`config.mk`:
```
export PLATFORM = sky130hd
export DESIGN_NAME = pmic_mode_fsm
export DESIGN_NICKNAME = d
export VERILOG_FILES = /design/src/pmic_seq_pkg.sv /design/src/hold_counter.sv /design/src/pmic_mode_fsm.sv /design/src/sync2.sv
export SDC_FILE = /design/constraint.sdc
export NUM_CORES = 1
export LEC_CHECK = 0
export BUFFER_PORTS_ARGS = -buffer_cell sky130_fd_sc_hd__buf_4
export CORE_UTILIZATION = 45
export DETAILED_ROUTE_END_ITERATION = 16
export PLACE_DENSITY_LB_ADDON = 0.12
export SYNTH_ARGS = -nofsm -noshare
export SYNTH_HDL_FRONTEND = slang
export SYNTH_SLANG_ARGS = --single-unit
```
`constraint.sdc`:
```
create_clock -name aclk -period 2.35 [get_ports aclk]
set_clock_uncertainty 0.15 [all_clocks]
set_input_delay 0 -clock aclk [delete_from_list [all_inputs] [get_ports aclk]]
set_output_delay 0 -clock aclk [all_outputs]
set_load 0.02 [all_outputs]
```
`src/pmic_seq_pkg.sv`:
```
package pmic_seq_pkg;

  // =====================================================================
  // timing
  localparam int unsigned CLK_PERIOD_NS = 10;
  localparam int unsigned K_RESET_NS_PER_NF = 1000000;
  localparam int unsigned RESET_CAP_NF = 10;
  localparam int unsigned RESET_CYCLES = RESET_CAP_NF * K_RESET_NS_PER_NF / CLK_PERIOD_NS;
  localparam int unsigned DEGLITCH_NS = 5000000;
  localparam int unsigned DEGLITCH_CYCLES = (DEGLITCH_NS + CLK_PERIOD_NS - 1) / CLK_PERIOD_NS;

  // =====================================================================
  // register map, byte addresses
  localparam int unsigned ADDR_W = 8;
  localparam logic [7:0] ADDR_CTRL = 8'h00;
  localparam logic [7:0] ADDR_MASK = 8'h04;
  localparam logic [7:0] ADDR_FAULT = 8'h08;
  localparam logic [7:0] ADDR_MODE = 8'h0c;
  localparam logic [7:0] ADDR_CONFIG = 8'h10;
  localparam logic [7:0] ADDR_STBY_VOLT = 8'h14;

  localparam int unsigned CTRL_SOFT_RESET_BIT = 0;
  localparam int unsigned CTRL_LOADED_N_BIT = 1;
  localparam int unsigned CTRL_SLEEP_BIT = 6;
  localparam int unsigned CTRL_STANDBY_BIT = 7;
  localparam int unsigned CFG_STBY_PIN_BIT = 8;
  localparam int unsigned SUPPLY_COUNT = 8;

  localparam logic [7:0] CTRL_RESET = 8'h00;
  localparam logic [7:0] MASK_RESET = 8'hff;
  localparam logic [31:0] CONFIG_DEFAULT = 32'h0000_00f0;
  localparam logic [15:0] STBY_VOLT_DEFAULT = 16'h1010;

  localparam logic [1:0] RESP_OKAY = 2'b00;
  localparam logic [1:0] RESP_SLVERR = 2'b10;

  // =====================================================================
  // types
  typedef enum logic [2:0] {
    ST_NO_POWER, ST_ENABLE, ST_SEQUENCING, ST_RESET,
    ST_PG_CHECK, ST_NORMAL, ST_SLEEP, ST_HW_RESET
  } mode_type;

  typedef enum logic [2:0] {
    CAUSE_NONE, CAUSE_THERMAL, CAUSE_LOW_SYS, CAUSE_SOFT, CAUSE_PGOOD
  } sleep_cause_type;

  typedef struct packed {
    logic uvlo;
    logic input_present;
    logic battery_present;
    logic sys_low;
    logic thermal;
    logic standby_pin;
    logic hw_reset_in_n;
  } sense_type;

  localparam sense_type SENSE_INIT = '{uvlo: 1'b1, input_present: 1'b0,
    battery_present: 1'b0, sys_low: 1'b1, thermal: 1'b0, standby_pin: 1'b0,
    hw_reset_in_n: 1'b1};

endpackage

```
`src/hold_counter.sv`:
```
`timescale 1ns/1ps
`default_nettype none
module hold_counter #(
  parameter int unsigned LIMIT = 16
) (
  input wire logic aclk,
  input wire logic aresetn,
  input wire logic run,
  output logic done
);
  localparam int unsigned WIDTH = $clog2(LIMIT + 1);
  logic [WIDTH-1:0] count;

  if (LIMIT < 1) begin : g_check
    $error("hold_counter: LIMIT must be at least 1");
  end

  // dropping run restarts the count from zero
  always_ff @(posedge aclk) begin
    if (!aresetn || !run) begin
      count <= '0;
      done <= 1'b0;
    end else if (!done) begin
      if (count == WIDTH'(LIMIT - 1)) begin
        done <= 1'b1;
      end else begin
        count <= count + 1'b1;
      end
    end
  end
endmodule
`default_nettype wire

```
`src/pmic_mode_fsm.sv`:
```
`timescale 1ns/1ps
`default_nettype none
module pmic_mode_fsm #(
  parameter int unsigned RESET_TIME_CYCLES = pmic_seq_pkg::RESET_CYCLES,
  parameter int unsigned DEGLITCH_TIME_CYCLES = pmic_seq_pkg::DEGLITCH_CYCLES
) (
  input wire logic aclk,
  input wire logic aresetn,
  input wire logic awvalid,
  output logic awready,
  input wire logic [pmic_seq_pkg::ADDR_W-1:0] awaddr,
  input wire logic wvalid,
  output logic wready,
  input wire logic [31:0] wdata,
  input wire logic [3:0] wstrb,
  output logic bvalid,
  input wire logic bready,
  output logic [1:0] bresp,
  input wire logic arvalid,
  output logic arready,
  input wire logic [pmic_seq_pkg::ADDR_W-1:0] araddr,
  output logic rvalid,
  input wire logic rready,
  output logic [31:0] rdata,
  output logic [1:0] rresp,
  input wire pmic_seq_pkg::sense_type sense_in,
  input wire logic [pmic_seq_pkg::SUPPLY_COUNT-1:0] pgood_fault_in,
  input wire logic seq_done_in,
  input wire logic irq_pending_in,
  output logic host_reset_out_n,
  output logic int_drive_oe,
  output logic seq_enable,
  output logic comparator_enable,
  output logic [pmic_seq_pkg::SUPPLY_COUNT-1:0] supply_enable,
  output logic buck_standby,
  output logic [7:0] buck_one_standby_volt,
  output logic [7:0] buck_two_standby_volt
);
  import pmic_seq_pkg::*;

  // =====================================================================
  // input synchronisers and counters
  sense_type s;
  logic [SUPPLY_COUNT-1:0] fault_s;
  logic timer_done;
  logic hw_low_long;
  mode_type state, next_state;
  sleep_cause_type cause, next_cause;

  sync2 #(.W($bits(sense_type)), .INIT(SENSE_INIT)) u_sense_sync (
    .aclk(aclk),
    .aresetn(aresetn),
    .d(sense_in),
    .q(s)
  );

  sync2 #(.W(SUPPLY_COUNT), .INIT('0)) u_fault_sync (
    .aclk(aclk),
    .aresetn(aresetn),
    .d(pgood_fault_in),
    .q(fault_s)
  );

  hold_counter #(.LIMIT(RESET_TIME_CYCLES)) u_reset_timer (
    .aclk(aclk),
    .aresetn(aresetn),
    .run(state == ST_RESET),
    .done(timer_done)
  );

  hold_counter #(.LIMIT(DEGLITCH_TIME_CYCLES)) u_deglitch (
    .aclk(aclk),
    .aresetn(aresetn),
    .run(!s.hw_reset_in_n),
    .done(hw_low_long)
  );

  // =====================================================================
  // registers
  logic [7:0] ctrl;
  logic [7:0] mask;
  logic [31:0] config_reg;
  logic [15:0] stby_volt;
  logic input_cycled;
  logic pg_fault;
  logic act_soft, act_sleep;
  logic load_defaults, sleep_entry;
  logic wr_do, wr_ctrl, wr_mask, wr_config, wr_volt;
  logic aw_held, w_held;
  logic [ADDR_W-1:0] awaddr_q;
  logic [31:0] wdata_q;
  logic [3:0] wstrb_q;

  assign pg_fault = |(fault_s & ~mask);
  assign act_soft = (state == ST_NORMAL) && ctrl[CTRL_SOFT_RESET_BIT];
  assign act_sleep = (state == ST_NORMAL) && ctrl[CTRL_SLEEP_BIT];
  assign load_defaults = (state == ST_NO_POWER) || (state == ST_HW_RESET);
  assign sleep_entry = (next_state == ST_SLEEP) && (state != ST_SLEEP);

  // =====================================================================
  // operating mode
  always_comb begin
    next_state = state;
    next_cause = cause;
    case (state)
      ST_NO_POWER: begin
        next_state = ST_ENABLE;
      end
      ST_ENABLE: begin
        if (!s.sys_low) begin
          next_state = ST_SEQUENCING;
        end
      end
      ST_SEQUENCING: begin
        if (seq_done_in) begin
          next_state = ST_RESET;
        end
      end
      ST_RESET: begin
        if (timer_done) begin
          next_state = ST_PG_CHECK;
        end
      end
      ST_PG_CHECK: begin
        if (pg_fault) begin
          next_state = ST_SLEEP;
          next_cause = CAUSE_PGOOD;
        end else begin
          next_state = ST_NORMAL;
        end
      end
      ST_NORMAL: begin
        if (s.thermal) begin
          next_state = ST_SLEEP;
          next_cause = CAUSE_THERMAL;
        end else if (s.sys_low) begin
          next_state = ST_SLEEP;
          next_cause = CAUSE_LOW_SYS;
        end else if (pg_fault) begin
          next_state = ST_NO_POWER;
        end else if (act_soft) begin
          next_state = ST_RESET;
        end else if (act_sleep) begin
          next_state = ST_SLEEP;
          next_cause = CAUSE_SOFT;
        end
      end
      ST_SLEEP: begin
        // thermal sleep waits for lockout below
        if (cause != CAUSE_THERMAL && s.input_present && input_cycled) begin
          next_state = ST_ENABLE;
        end
      end
      ST_HW_RESET: begin
        if (s.hw_reset_in_n) begin
          next_state = ST_RESET;
        end
      end
      default: begin
        next_state = ST_NO_POWER;
      end
    endcase
    if (s.uvlo) begin
      next_state = ST_NO_POWER;
    end else if (hw_low_long && (state == ST_NORMAL || state == ST_RESET ||
                 state == ST_PG_CHECK || state == ST_HW_RESET)) begin
      next_state = ST_HW_RESET;
    end
  end

  always_ff @(posedge aclk) begin
    if (!aresetn) begin
      state <= ST_NO_POWER;
      cause <= CAUSE_NONE;
    end else begin
      state <= next_state;
      cause <= next_cause;
    end
  end

  // an input present at sleep entry must drop once before it counts
  always_ff @(posedge aclk) begin
    if (!aresetn || sleep_entry) begin
      input_cycled <= 1'b0;
    end else if (state == ST_SLEEP && !s.input_present) begin
      input_cycled <= 1'b1;
    end
  end

  // =====================================================================
  // pin outputs, all registered; all but the standby voltages from the next mode
  logic next_run;
  assign next_run = (next_state == ST_PG_CHECK) || (next_state == ST_NORMAL);

  always_ff @(posedge aclk) begin
    if (!aresetn) begin
      host_reset_out_n <= 1'b0;
      int_drive_oe <= 1'b0;
      comparator_enable <= 1'b0;
    end else begin
      host_reset_out_n <= next_run;
      int_drive_oe <= next_run && irq_pending_in;
      comparator_enable <= next_run;
    end
  end

  always_ff @(posedge aclk) begin
    if (!aresetn) begin
      seq_enable <= 1'b0;
      supply_enable <= '0;
    end else if (next_state == ST_SEQUENCING || next_state == ST_RESET || next_run ||
                 next_state == ST_HW_RESET) begin
      seq_enable <= 1'b1;
      supply_enable <= config_reg[SUPPLY_COUNT-1:0];
    end else begin
      seq_enable <= 1'b0;
      supply_enable <= '0;
    end
  end

  always_ff @(posedge aclk) begin
    if (!aresetn) begin
      buck_standby <= 1'b0;
      buck_one_standby_volt <= STBY_VOLT_DEFAULT[7:0];
      buck_two_standby_volt <= STBY_VOLT_DEFAULT[15:8];
    end else begin
      buck_standby <= (next_state == ST_NORMAL) && (ctrl[CTRL_STANDBY_BIT] ||
                      (config_reg[CFG_STBY_PIN_BIT] && s.standby_pin));
      buck_one_standby_volt <= stby_volt[7:0];
      buck_two_standby_volt <= stby_volt[15:8];
    end
  end

  // =====================================================================
  // register storage
  assign wr_do = aw_held && w_held && !bvalid;
  assign wr_ctrl = wr_do && awaddr_q == ADDR_CTRL && wstrb_q[0];
  assign wr_mask = wr_do && awaddr_q == ADDR_MASK && wstrb_q[0];
  assign wr_config = wr_do && awaddr_q == ADDR_CONFIG;
  assign wr_volt = wr_do && awaddr_q == ADDR_STBY_VOLT;

  // soft reset touches no register but its own bit
  always_ff @(posedge aclk) begin
    if (!aresetn || load_defaults) begin
      ctrl <= CTRL_RESET;
    end else begin
      if (act_soft && next_state == ST_RESET) begin
        ctrl[CTRL_SOFT_RESET_BIT] <= 1'b0;
      end
      if (act_sleep && next_state == ST_SLEEP) begin
        ctrl[CTRL_SLEEP_BIT] <= 1'b0;
      end
      if (wr_ctrl) begin
        ctrl <= wdata_q[7:0];
      end
    end
  end

  always_ff @(posedge aclk) begin
    if (!aresetn || load_defaults) begin
      mask <= MASK_RESET;
    end else if (wr_mask) begin
      mask <= wdata_q[7:0];
    end
  end

  always_ff @(posedge aclk) begin
    if (!aresetn || load_defaults || sleep_entry) begin
      config_reg <= CONFIG_DEFAULT;
      stby_volt <= STBY_VOLT_DEFAULT;
    end else begin
      for (int b = 0; b < 4; b++) begin
        if (wr_config && wstrb_q[b]) begin
          config_reg[8*b +: 8] <= wdata_q[8*b +: 8];
        end
      end
      for (int b = 0; b < 2; b++) begin
        if (wr_volt && wstrb_q[b]) begin
          stby_volt[8*b +: 8] <= wdata_q[8*b +: 8];
        end
      end
    end
  end

  // =====================================================================
  // axi4-lite slave, one write and one read in flight
  logic wr_ok;
  assign wr_ok = awaddr_q == ADDR_CTRL || awaddr_q == ADDR_MASK ||
                 awaddr_q == ADDR_CONFIG || awaddr_q == ADDR_STBY_VOLT;

  always_ff @(posedge aclk) begin
    if (!aresetn) begin
      awready <= 1'b0;
      wready <= 1'b0;
      aw_held <= 1'b0;
      w_held <= 1'b0;
      awaddr_q <= '0;
      wdata_q <= '0;
      wstrb_q <= '0;
      bvalid <= 1'b0;
      bresp <= RESP_OKAY;
    end else begin
      if (awvalid && awready) begin
        awready <= 1'b0;
        aw_held <= 1'b1;
        awaddr_q <= awaddr;
      end else if (!aw_held && !bvalid) begin
        awready <= 1'b1;
      end
      if (wvalid && wready) begin
        wready <= 1'b0;
        w_held <= 1'b1;
        wdata_q <= wdata;
        wstrb_q <= wstrb;
      end else if (!w_held && !bvalid) begin
        wready <= 1'b1;
      end
      if (wr_do) begin
        aw_held <= 1'b0;
        w_held <= 1'b0;
        bvalid <= 1'b1;
        bresp <= wr_ok ? RESP_OKAY : RESP_SLVERR;
      end else if (bvalid && bready) begin
        bvalid <= 1'b0;
      end
    end
  end

  logic [31:0] rd_value;
  logic rd_ok;

  always_comb begin
    rd_ok = 1'b1;
    if (araddr == ADDR_CTRL) begin
      rd_value = {24'h0, ctrl};
    end else if (araddr == ADDR_MASK) begin
      rd_value = {24'h0, mask};
    end else if (araddr == ADDR_FAULT) begin
      rd_value = {24'h0, fault_s};
    end else if (araddr == ADDR_MODE) begin
      rd_value = {23'h0, host_reset_out_n, 1'b0, cause, 1'b0, state};
    end else if (araddr == ADDR_CONFIG) begin
      rd_value = config_reg;
    end else if (araddr == ADDR_STBY_VOLT) begin
      rd_value = {16'h0, stby_volt};
    end else begin
      rd_value = 32'h0;
      rd_ok = 1'b0;
    end
  end

  always_ff @(posedge aclk) begin
    if (!aresetn) begin
      arready <= 1'b0;
      rvalid <= 1'b0;
      rdata <= 32'h0;
      rresp <= RESP_OKAY;
    end else if (arvalid && arready) begin
      arready <= 1'b0;
      rvalid <= 1'b1;
      rdata <= rd_value;
      rresp <= rd_ok ? RESP_OKAY : RESP_SLVERR;
    end else if (rvalid && rready) begin
      rvalid <= 1'b0;
    end else if (!rvalid) begin
      arready <= 1'b1;
    end
  end
endmodule
`default_nettype wire

```
`src/sync2.sv`:
```
`timescale 1ns/1ps
`default_nettype none
module sync2 #(
  parameter int W = 1,
  parameter logic [W-1:0] INIT = '0
) (
  input wire logic aclk,
  input wire logic aresetn,
  input wire logic [W-1:0] d,
  output logic [W-1:0] q
);
  logic [W-1:0] meta;

  // meta feeds q only
  always_ff @(posedge aclk) begin
    if (!aresetn) begin
      meta <= INIT;
      q <= INIT;
    end else begin
      meta <= d;
      q <= meta;
    end
  end
endmodule
`default_nettype wire

```
-- After elaboration in Yosys (flattened, before gate mapping)
Cells that the tools add are included.
- register bits: 257
- output and inout bits: 70
- word-level logic and storage cells: 202
- add/subtract/negate cells: 2
- eq/ne operators: 29
- multiplexer cells: 47
- bitwise logic cells: 9
- reduce and logical (&&, ||, !) cells: 74
- operator list (kind ; count):
    2-to-1 mux 32 bit ; 5
    2-to-1 mux 3 bit ; 18
    logical AND 1 bit ; 33
    == test 8 x 5 -> 1 bit (second input constant) ; 4
    == test 3 bit (second input constant) ; 8
    case mux 3 bit (8 select lines) ; 1
    adder 20 x 1 -> 20 bit (second input constant) ; 1
    == test 20 bit (second input constant) ; 1
    adder 19 x 1 -> 19 bit (second input constant) ; 1
    == test 19 bit (second input constant) ; 1
    logical OR 1 bit ; 17
    2-to-1 mux 1 bit ; 17
    == test 8 x 3 -> 1 bit (second input constant) ; 2
    == test 8 x 4 -> 1 bit (second input constant) ; 2
    zero test 8 bit ; 2
    2-to-1 mux 16 bit ; 1
    == test 3 x 2 -> 1 bit (second input constant) ; 4
    != test 4 x 2 -> 1 bit (second input constant) ; 3
    nonzero test 2 bit ; 5
    AND 8 bit ; 1
    NOT 8 bit ; 1
    AND reduction 2 bit ; 4
    OR reduction 2 bit ; 4
    OR reduction 8 bit ; 1
    other kinds (11) ; 24

-- Logic depth before layout (Yosys ltp)
- word-level depth: 15
- depth in mapped cells: 9

-- Hierarchy
From an unflattened synthesis, not the netlist that was laid out.
- cells, all modules: 1085
- area, all modules: 9962.1 µm²
- modules (own cells, without submodules) (module ; times used ; cells each ; area each (µm²)):
    pmic_mode_fsm ; 1 ; 798 ; 7150.6
    hold_counter (u_reset_timer) ; 1 ; 113 ; 1014.7
    hold_counter (u_deglitch) ; 1 ; 112 ; 973.4
    sync2 (u_fault_sync) ; 1 ; 33 ; 446.7
    sync2 (u_sense_sync) ; 1 ; 29 ; 376.6

-- Least setup slack after synthesis
Ideal clock, no wire load.
- path kind: reg2reg
- from: register cause[2]
- to: register config_reg[16]
- setup time: 0.115 ns
- arrival time: 2.059 ns
- setup slack: 0.026 ns
- stages on the path, launching flop included: 9
- buffers on the path: 2
- period minus slack after synthesis: 2.324 ns
- cells stage by stage: dfxtp_1 > or3b_1 > and4_4 > a311o_1 > a2bb2o_4 > buf_6 > o31ai_4 > buf_6 > a21oi_2
- word-level cells in the longest chain between the ends: 10
- RTL lines (item ; RTL line ; source):
    from (decl) ; pmic_mode_fsm.sv:48 ; sleep_cause_type cause, next_cause;
    from (signal assigned) ; pmic_mode_fsm.sv:177 ; cause <= next_cause;
    != test 3 x 1 -> 1 bit ; pmic_mode_fsm.sv:150 ; if (cause != CAUSE_THERMAL && s.input_present && input_cycled) begin
    logical AND 1 bit (2 in a row) ; pmic_mode_fsm.sv:150 ;
    2-to-1 mux 3 bit ; pmic_mode_fsm.sv:150 ;
    case mux 3 bit (8 select lines) ; pmic_mode_fsm.sv:105 ; case (state)
    2-to-1 mux 3 bit ; pmic_mode_fsm.sv:165 ; end else if (hw_low_long && (state == ST_NORMAL || state == ST_RESET ||
    2-to-1 mux 3 bit ; pmic_mode_fsm.sv:163 ; if (s.uvlo) begin
    == test 3 bit ; pmic_mode_fsm.sv:98 ; assign sleep_entry = (next_state == ST_SLEEP) && (state != ST_SLEEP);
    logical AND 1 bit ; pmic_mode_fsm.sv:98 ;
    logical OR 1 bit ; pmic_mode_fsm.sv:268 ; if (!aresetn || load_defaults || sleep_entry) begin
    to (signal, indexed assignment) ; pmic_mode_fsm.sv:274 ; config_reg[8*b +: 8] <= wdata_q[8*b +: 8];
    to (decl) ; pmic_mode_fsm.sv:82 ; logic [31:0] config_reg;
Every way passes these cells.
A chain may end at the register's enable or synchronous reset.

-- Final worst setup path
- from: register cause[1]
- to: register stby_volt[13]
- word-level cells in the longest chain between the ends: 10
- RTL lines (item ; RTL line ; source):
    != test 3 x 1 -> 1 bit ; pmic_mode_fsm.sv:150 ;
    logical AND 1 bit (2 in a row) ; pmic_mode_fsm.sv:150 ;
    2-to-1 mux 3 bit ; pmic_mode_fsm.sv:150 ;
    case mux 3 bit (8 select lines) ; pmic_mode_fsm.sv:105 ;
    2-to-1 mux 3 bit ; pmic_mode_fsm.sv:165 ;
    2-to-1 mux 3 bit ; pmic_mode_fsm.sv:163 ;
    == test 3 bit ; pmic_mode_fsm.sv:98 ;
    logical AND 1 bit ; pmic_mode_fsm.sv:98 ;
    logical OR 1 bit ; pmic_mode_fsm.sv:268 ;
    to (signal, indexed assignment) ; pmic_mode_fsm.sv:279 ; stby_volt[8*b +: 8] <= wdata_q[8*b +: 8];
    to (decl) ; pmic_mode_fsm.sv:83 ; logic [15:0] stby_volt;
Every way passes these cells.

==> impl_metrics.yaml <==
place:
  place_inst: 1490
  io_buffers: 142
  dpl.hpwl_um: 17420
  gp_congestion: 0.8485
cells_and_area:
  fillers: 1799
  nets: 1455
  n_antenna_cell: 0
  postLayoutCoreUtil: 0.6503
  area_delta_synth_final_pct: 40.10
  layout-drive-gt1-share: 0.2136
  finalNonFillerCells: 1670
yosys:
  yosys_most_used_dff: "dfxtp_1"
  ys_types: 69
  synth_edf_count: 0
  synth-seq-area-share: 0.5142
  ys_ff_latch: 253
  synth_warnings: 0
  netlist_area_um2: 9849
  async_flop_share: 0
  synth.avg_cell_area_um2: 9.120
  syn_inst: 1080
routing:
  drt_first_pass_iters: 5
  dr.first_iter.drc_count: 571
  detail-route-antenna-nets: 0
  vias: 8738
  routed_wl_um: 27140
  wire_per_inst_um: 16.25
  drc: 0
  viasPerCell: 5.232
critical_path:
  cpPeakStageDelay_ps: 390
  cp_data_required_time_ps: 2620
  critPathKind: "register to register"
  crit_fanout: 32
  crit_chain: "or3b_1 > and4_4 > a311o_1 > a2bb2o_4 > o31ai_4 > buf_12 > nor2_1"
  rrSetupSlack_ps: -60
  cp-end-kind: "register"
  start_kind: "register"
  critPathSlowestCell: "or3b_1"
  critPathArrivalTime_ps: 2680
floorplan:
  initial_core_util: 0.4642
  dieWidth_um: 149.9
  chipHeight_um: 149.9
  boundaryPins: 146
  row_count: 53
  die_area_um2: 22480
  core_area_um2: 21220
clocking:
  cts.reportedPaths.clkPinSlew_ps: 60
  clk_path_buf_depth: 3
  numCtsBuffers: 27
  cts_max_level: 1
  cts_tree: "done"
  root_buffer: "clkbuf_16"
  clock_sinks: 253
  insertion_delay_ps: 540
global_routing:
  overflow: 0
  grt_max_degree: 60
  grt_pass1_wl_um: 43160
  antenna_found_initial: 1
  grt_pass1_vias: 8618
  grt_usage: 0.2399
power_and_ir_drop:
  total_power_mw: 9.382
  peakVddDrop_mv: 0.3852
  cellPowerDensity_nw_per_um2: 679.9
  p_leak_nw: 5.390
sta:
  tightest_slew_ps: 756.0
  setup_ws_ps: -63.31
  holdWs_ps: 40.74
  max_slew_margin: 0.4960
  rsz0062_at_grt: "yes"
  clock.fmax_mhz: 414.4
  fin_crit_ps: 2413
  finalHoldViolations: 0
  post-route-period-util: 1.027
  finalSetupViolations: 46
  final_max_slew_viol_count: 0
worst_hold_path:
  holdCritPathClass: "input pin to register"
flow_run:
  cap_violations: 0
outcome:
  violations: "negative setup slack"
  status: "finished, violations left"
-- power breakdown --
group	internal [mW]	switching, mW
sequential	4.37	0.0664
combinational	0.335	0.285
clock	2.61	1.71
total	7.32	2.06
-- through the flow --
step / instance area [um^2] / setup TNS [ps] / setup slack (ps)
after floorplan: 9853 / 0 / 25.67
final: 13800 / -1748 / -63.31
after detailed placement: 11440 / -183.4 / -19.39
after global routing: 13800 / -4763 / -118.8
after CTS: 13670 / -363.9 / -29.82
after global placement: 11440 / 0 / 9.120
-- cell type report --
cell class | count | area, um^2 | share of cell area
clock inverters | 8 | 108.9 | 0.007888
clock buffers | 39 | 810.8 | 0.05875
multi-input cells | 754 | 4559 | 0.3304
inverters | 10 | 37.54 | 0.002720
repair buffers | 331 | 2868 | 0.2078
well taps | 275 | 344.1 | 0.02493
flip-flops and latches | 253 | 5071 | 0.3675
-- layer usage --
metal  track usage  share of wire  up-vias
li1              -              -     4316
met1        0.3202           0.46     4163
met2        0.4035           0.48      212
met3       0.03811          0.048       45
met4       0.05808          0.019        2
met5             0        0.00059        -
-- Yosys cell counts (2+ instances only) --
cell	count	area, um^2
a21oi_2	10	87.58
or4_1	2	15.01
nor3_1	23	115.1
a222oi_1	8	80.08
a31oi_1	2	12.51
inv_1	10	37.54
and3_1	10	62.56
o21a_1	2	15.01
o22ai_1	2	12.51
nand4_1	10	62.56
o21ai_0	22	110.1
buf_2	3	15.01
or4bb_1	3	33.78
buf_4	4	30.03
nor2b_1	13	81.33
nor4_1	2	12.51
and2_1	43	269.0
a21o_1	2	15.01
mux2_2	7	78.83
buf_1	6	22.52
o31ai_1	2	15.01
nand3_1	58	290.3
dfxtp_1	253	5065
and4_1	6	52.55
or3_1	11	68.82
nor2_2	2	12.51
xnor2_1	12	105.1
nor3b_1	2	15.01
mux2i_1	44	440.4
nand3b_1	3	22.52
nor2_1	95	356.6
ha_1	2	25.02
xor2_1	19	166.4
a21oi_1	91	455.4
buf_6	5	56.30
o2111a_1	2	22.52
or4_4	2	22.52
a221oi_1	5	43.79
nand2_1	161	604.3
o21bai_1	2	15.01
clkbuf_1	45	168.9
a22o_1	27	236.5
nand2b_1	21	131.4
-- critical path: cells and delay by family (launching register included) --
family,cells,cell delay [ps]
AOI/OAI and AO/OA,3,890
and+or+nand+nor,3,660
DFF,1,330
buffers and inverters,1,250
-- cell families (layout without fill, tap and decap cells) --
family,count (synthesis),count (layout),share of synthesized area
adder cells (fa/ha/maj),2,2,0.002540
multiplexers,51,51,0.05272
XOR/XNOR,31,31,0.02757
flip-flops,253,253,0.5142
AO/OA/AOI/OAI,193,193,0.1326
other,1,2,0.0003807
buffers and inverters,74,388,0.03404
AND/OR/NAND/NOR,475,475,0.2359
-- timing repair --
action	CTS	global route
setup buffers	0	3
hold buffers	130	0
pin swaps	1	18
gates resized for setup	3	23
endpoints found under the setup margin	33	86
endpoints found under the hold margin	101	0
-- final timing paths --
kind | start | endpoint | depth (start not counted)
max | cause[1] | stby_volt[13] | 7
min | araddr[6] | rdata[2] | 7
max reg2reg | cause[1] | stby_volt[13] | 7
min reg2reg | u_sense_sync.meta[0] | u_sense_sync.q[0] | 1
-- placed cells by master (no fill, tap or decap), drive strengths merged, types with 3 or more instances in the layout --
master / netlist / routed
dfxtp: 253 / 253
buf: 18 / 201
nand2: 161 / 161
dlygate4sd3: 0 / 130
a21oi: 101 / 101
nor2: 97 / 97
nand3: 58 / 58
mux2i: 44 / 44
and2: 43 / 43
clkbuf: 46 / 39
a22o: 27 / 27
nor3: 24 / 24
o21ai: 22 / 22
nand2b: 21 / 21
xor2: 19 / 19
nor2b: 13 / 13
xnor2: 12 / 12
inv: 10 / 12
or3: 11 / 11
nand4: 10 / 10
and3: 10 / 10
a222oi: 8 / 8
mux2: 7 / 7
and4: 7 / 7
a221oi: 6 / 6
clkinv: 0 / 4
or4: 4 / 4
nor4: 4 / 4
or4bb: 3 / 3
nand3b: 3 / 3
o31ai: 3 / 3
No activity file was read; power rests on OpenSTA's default activity.
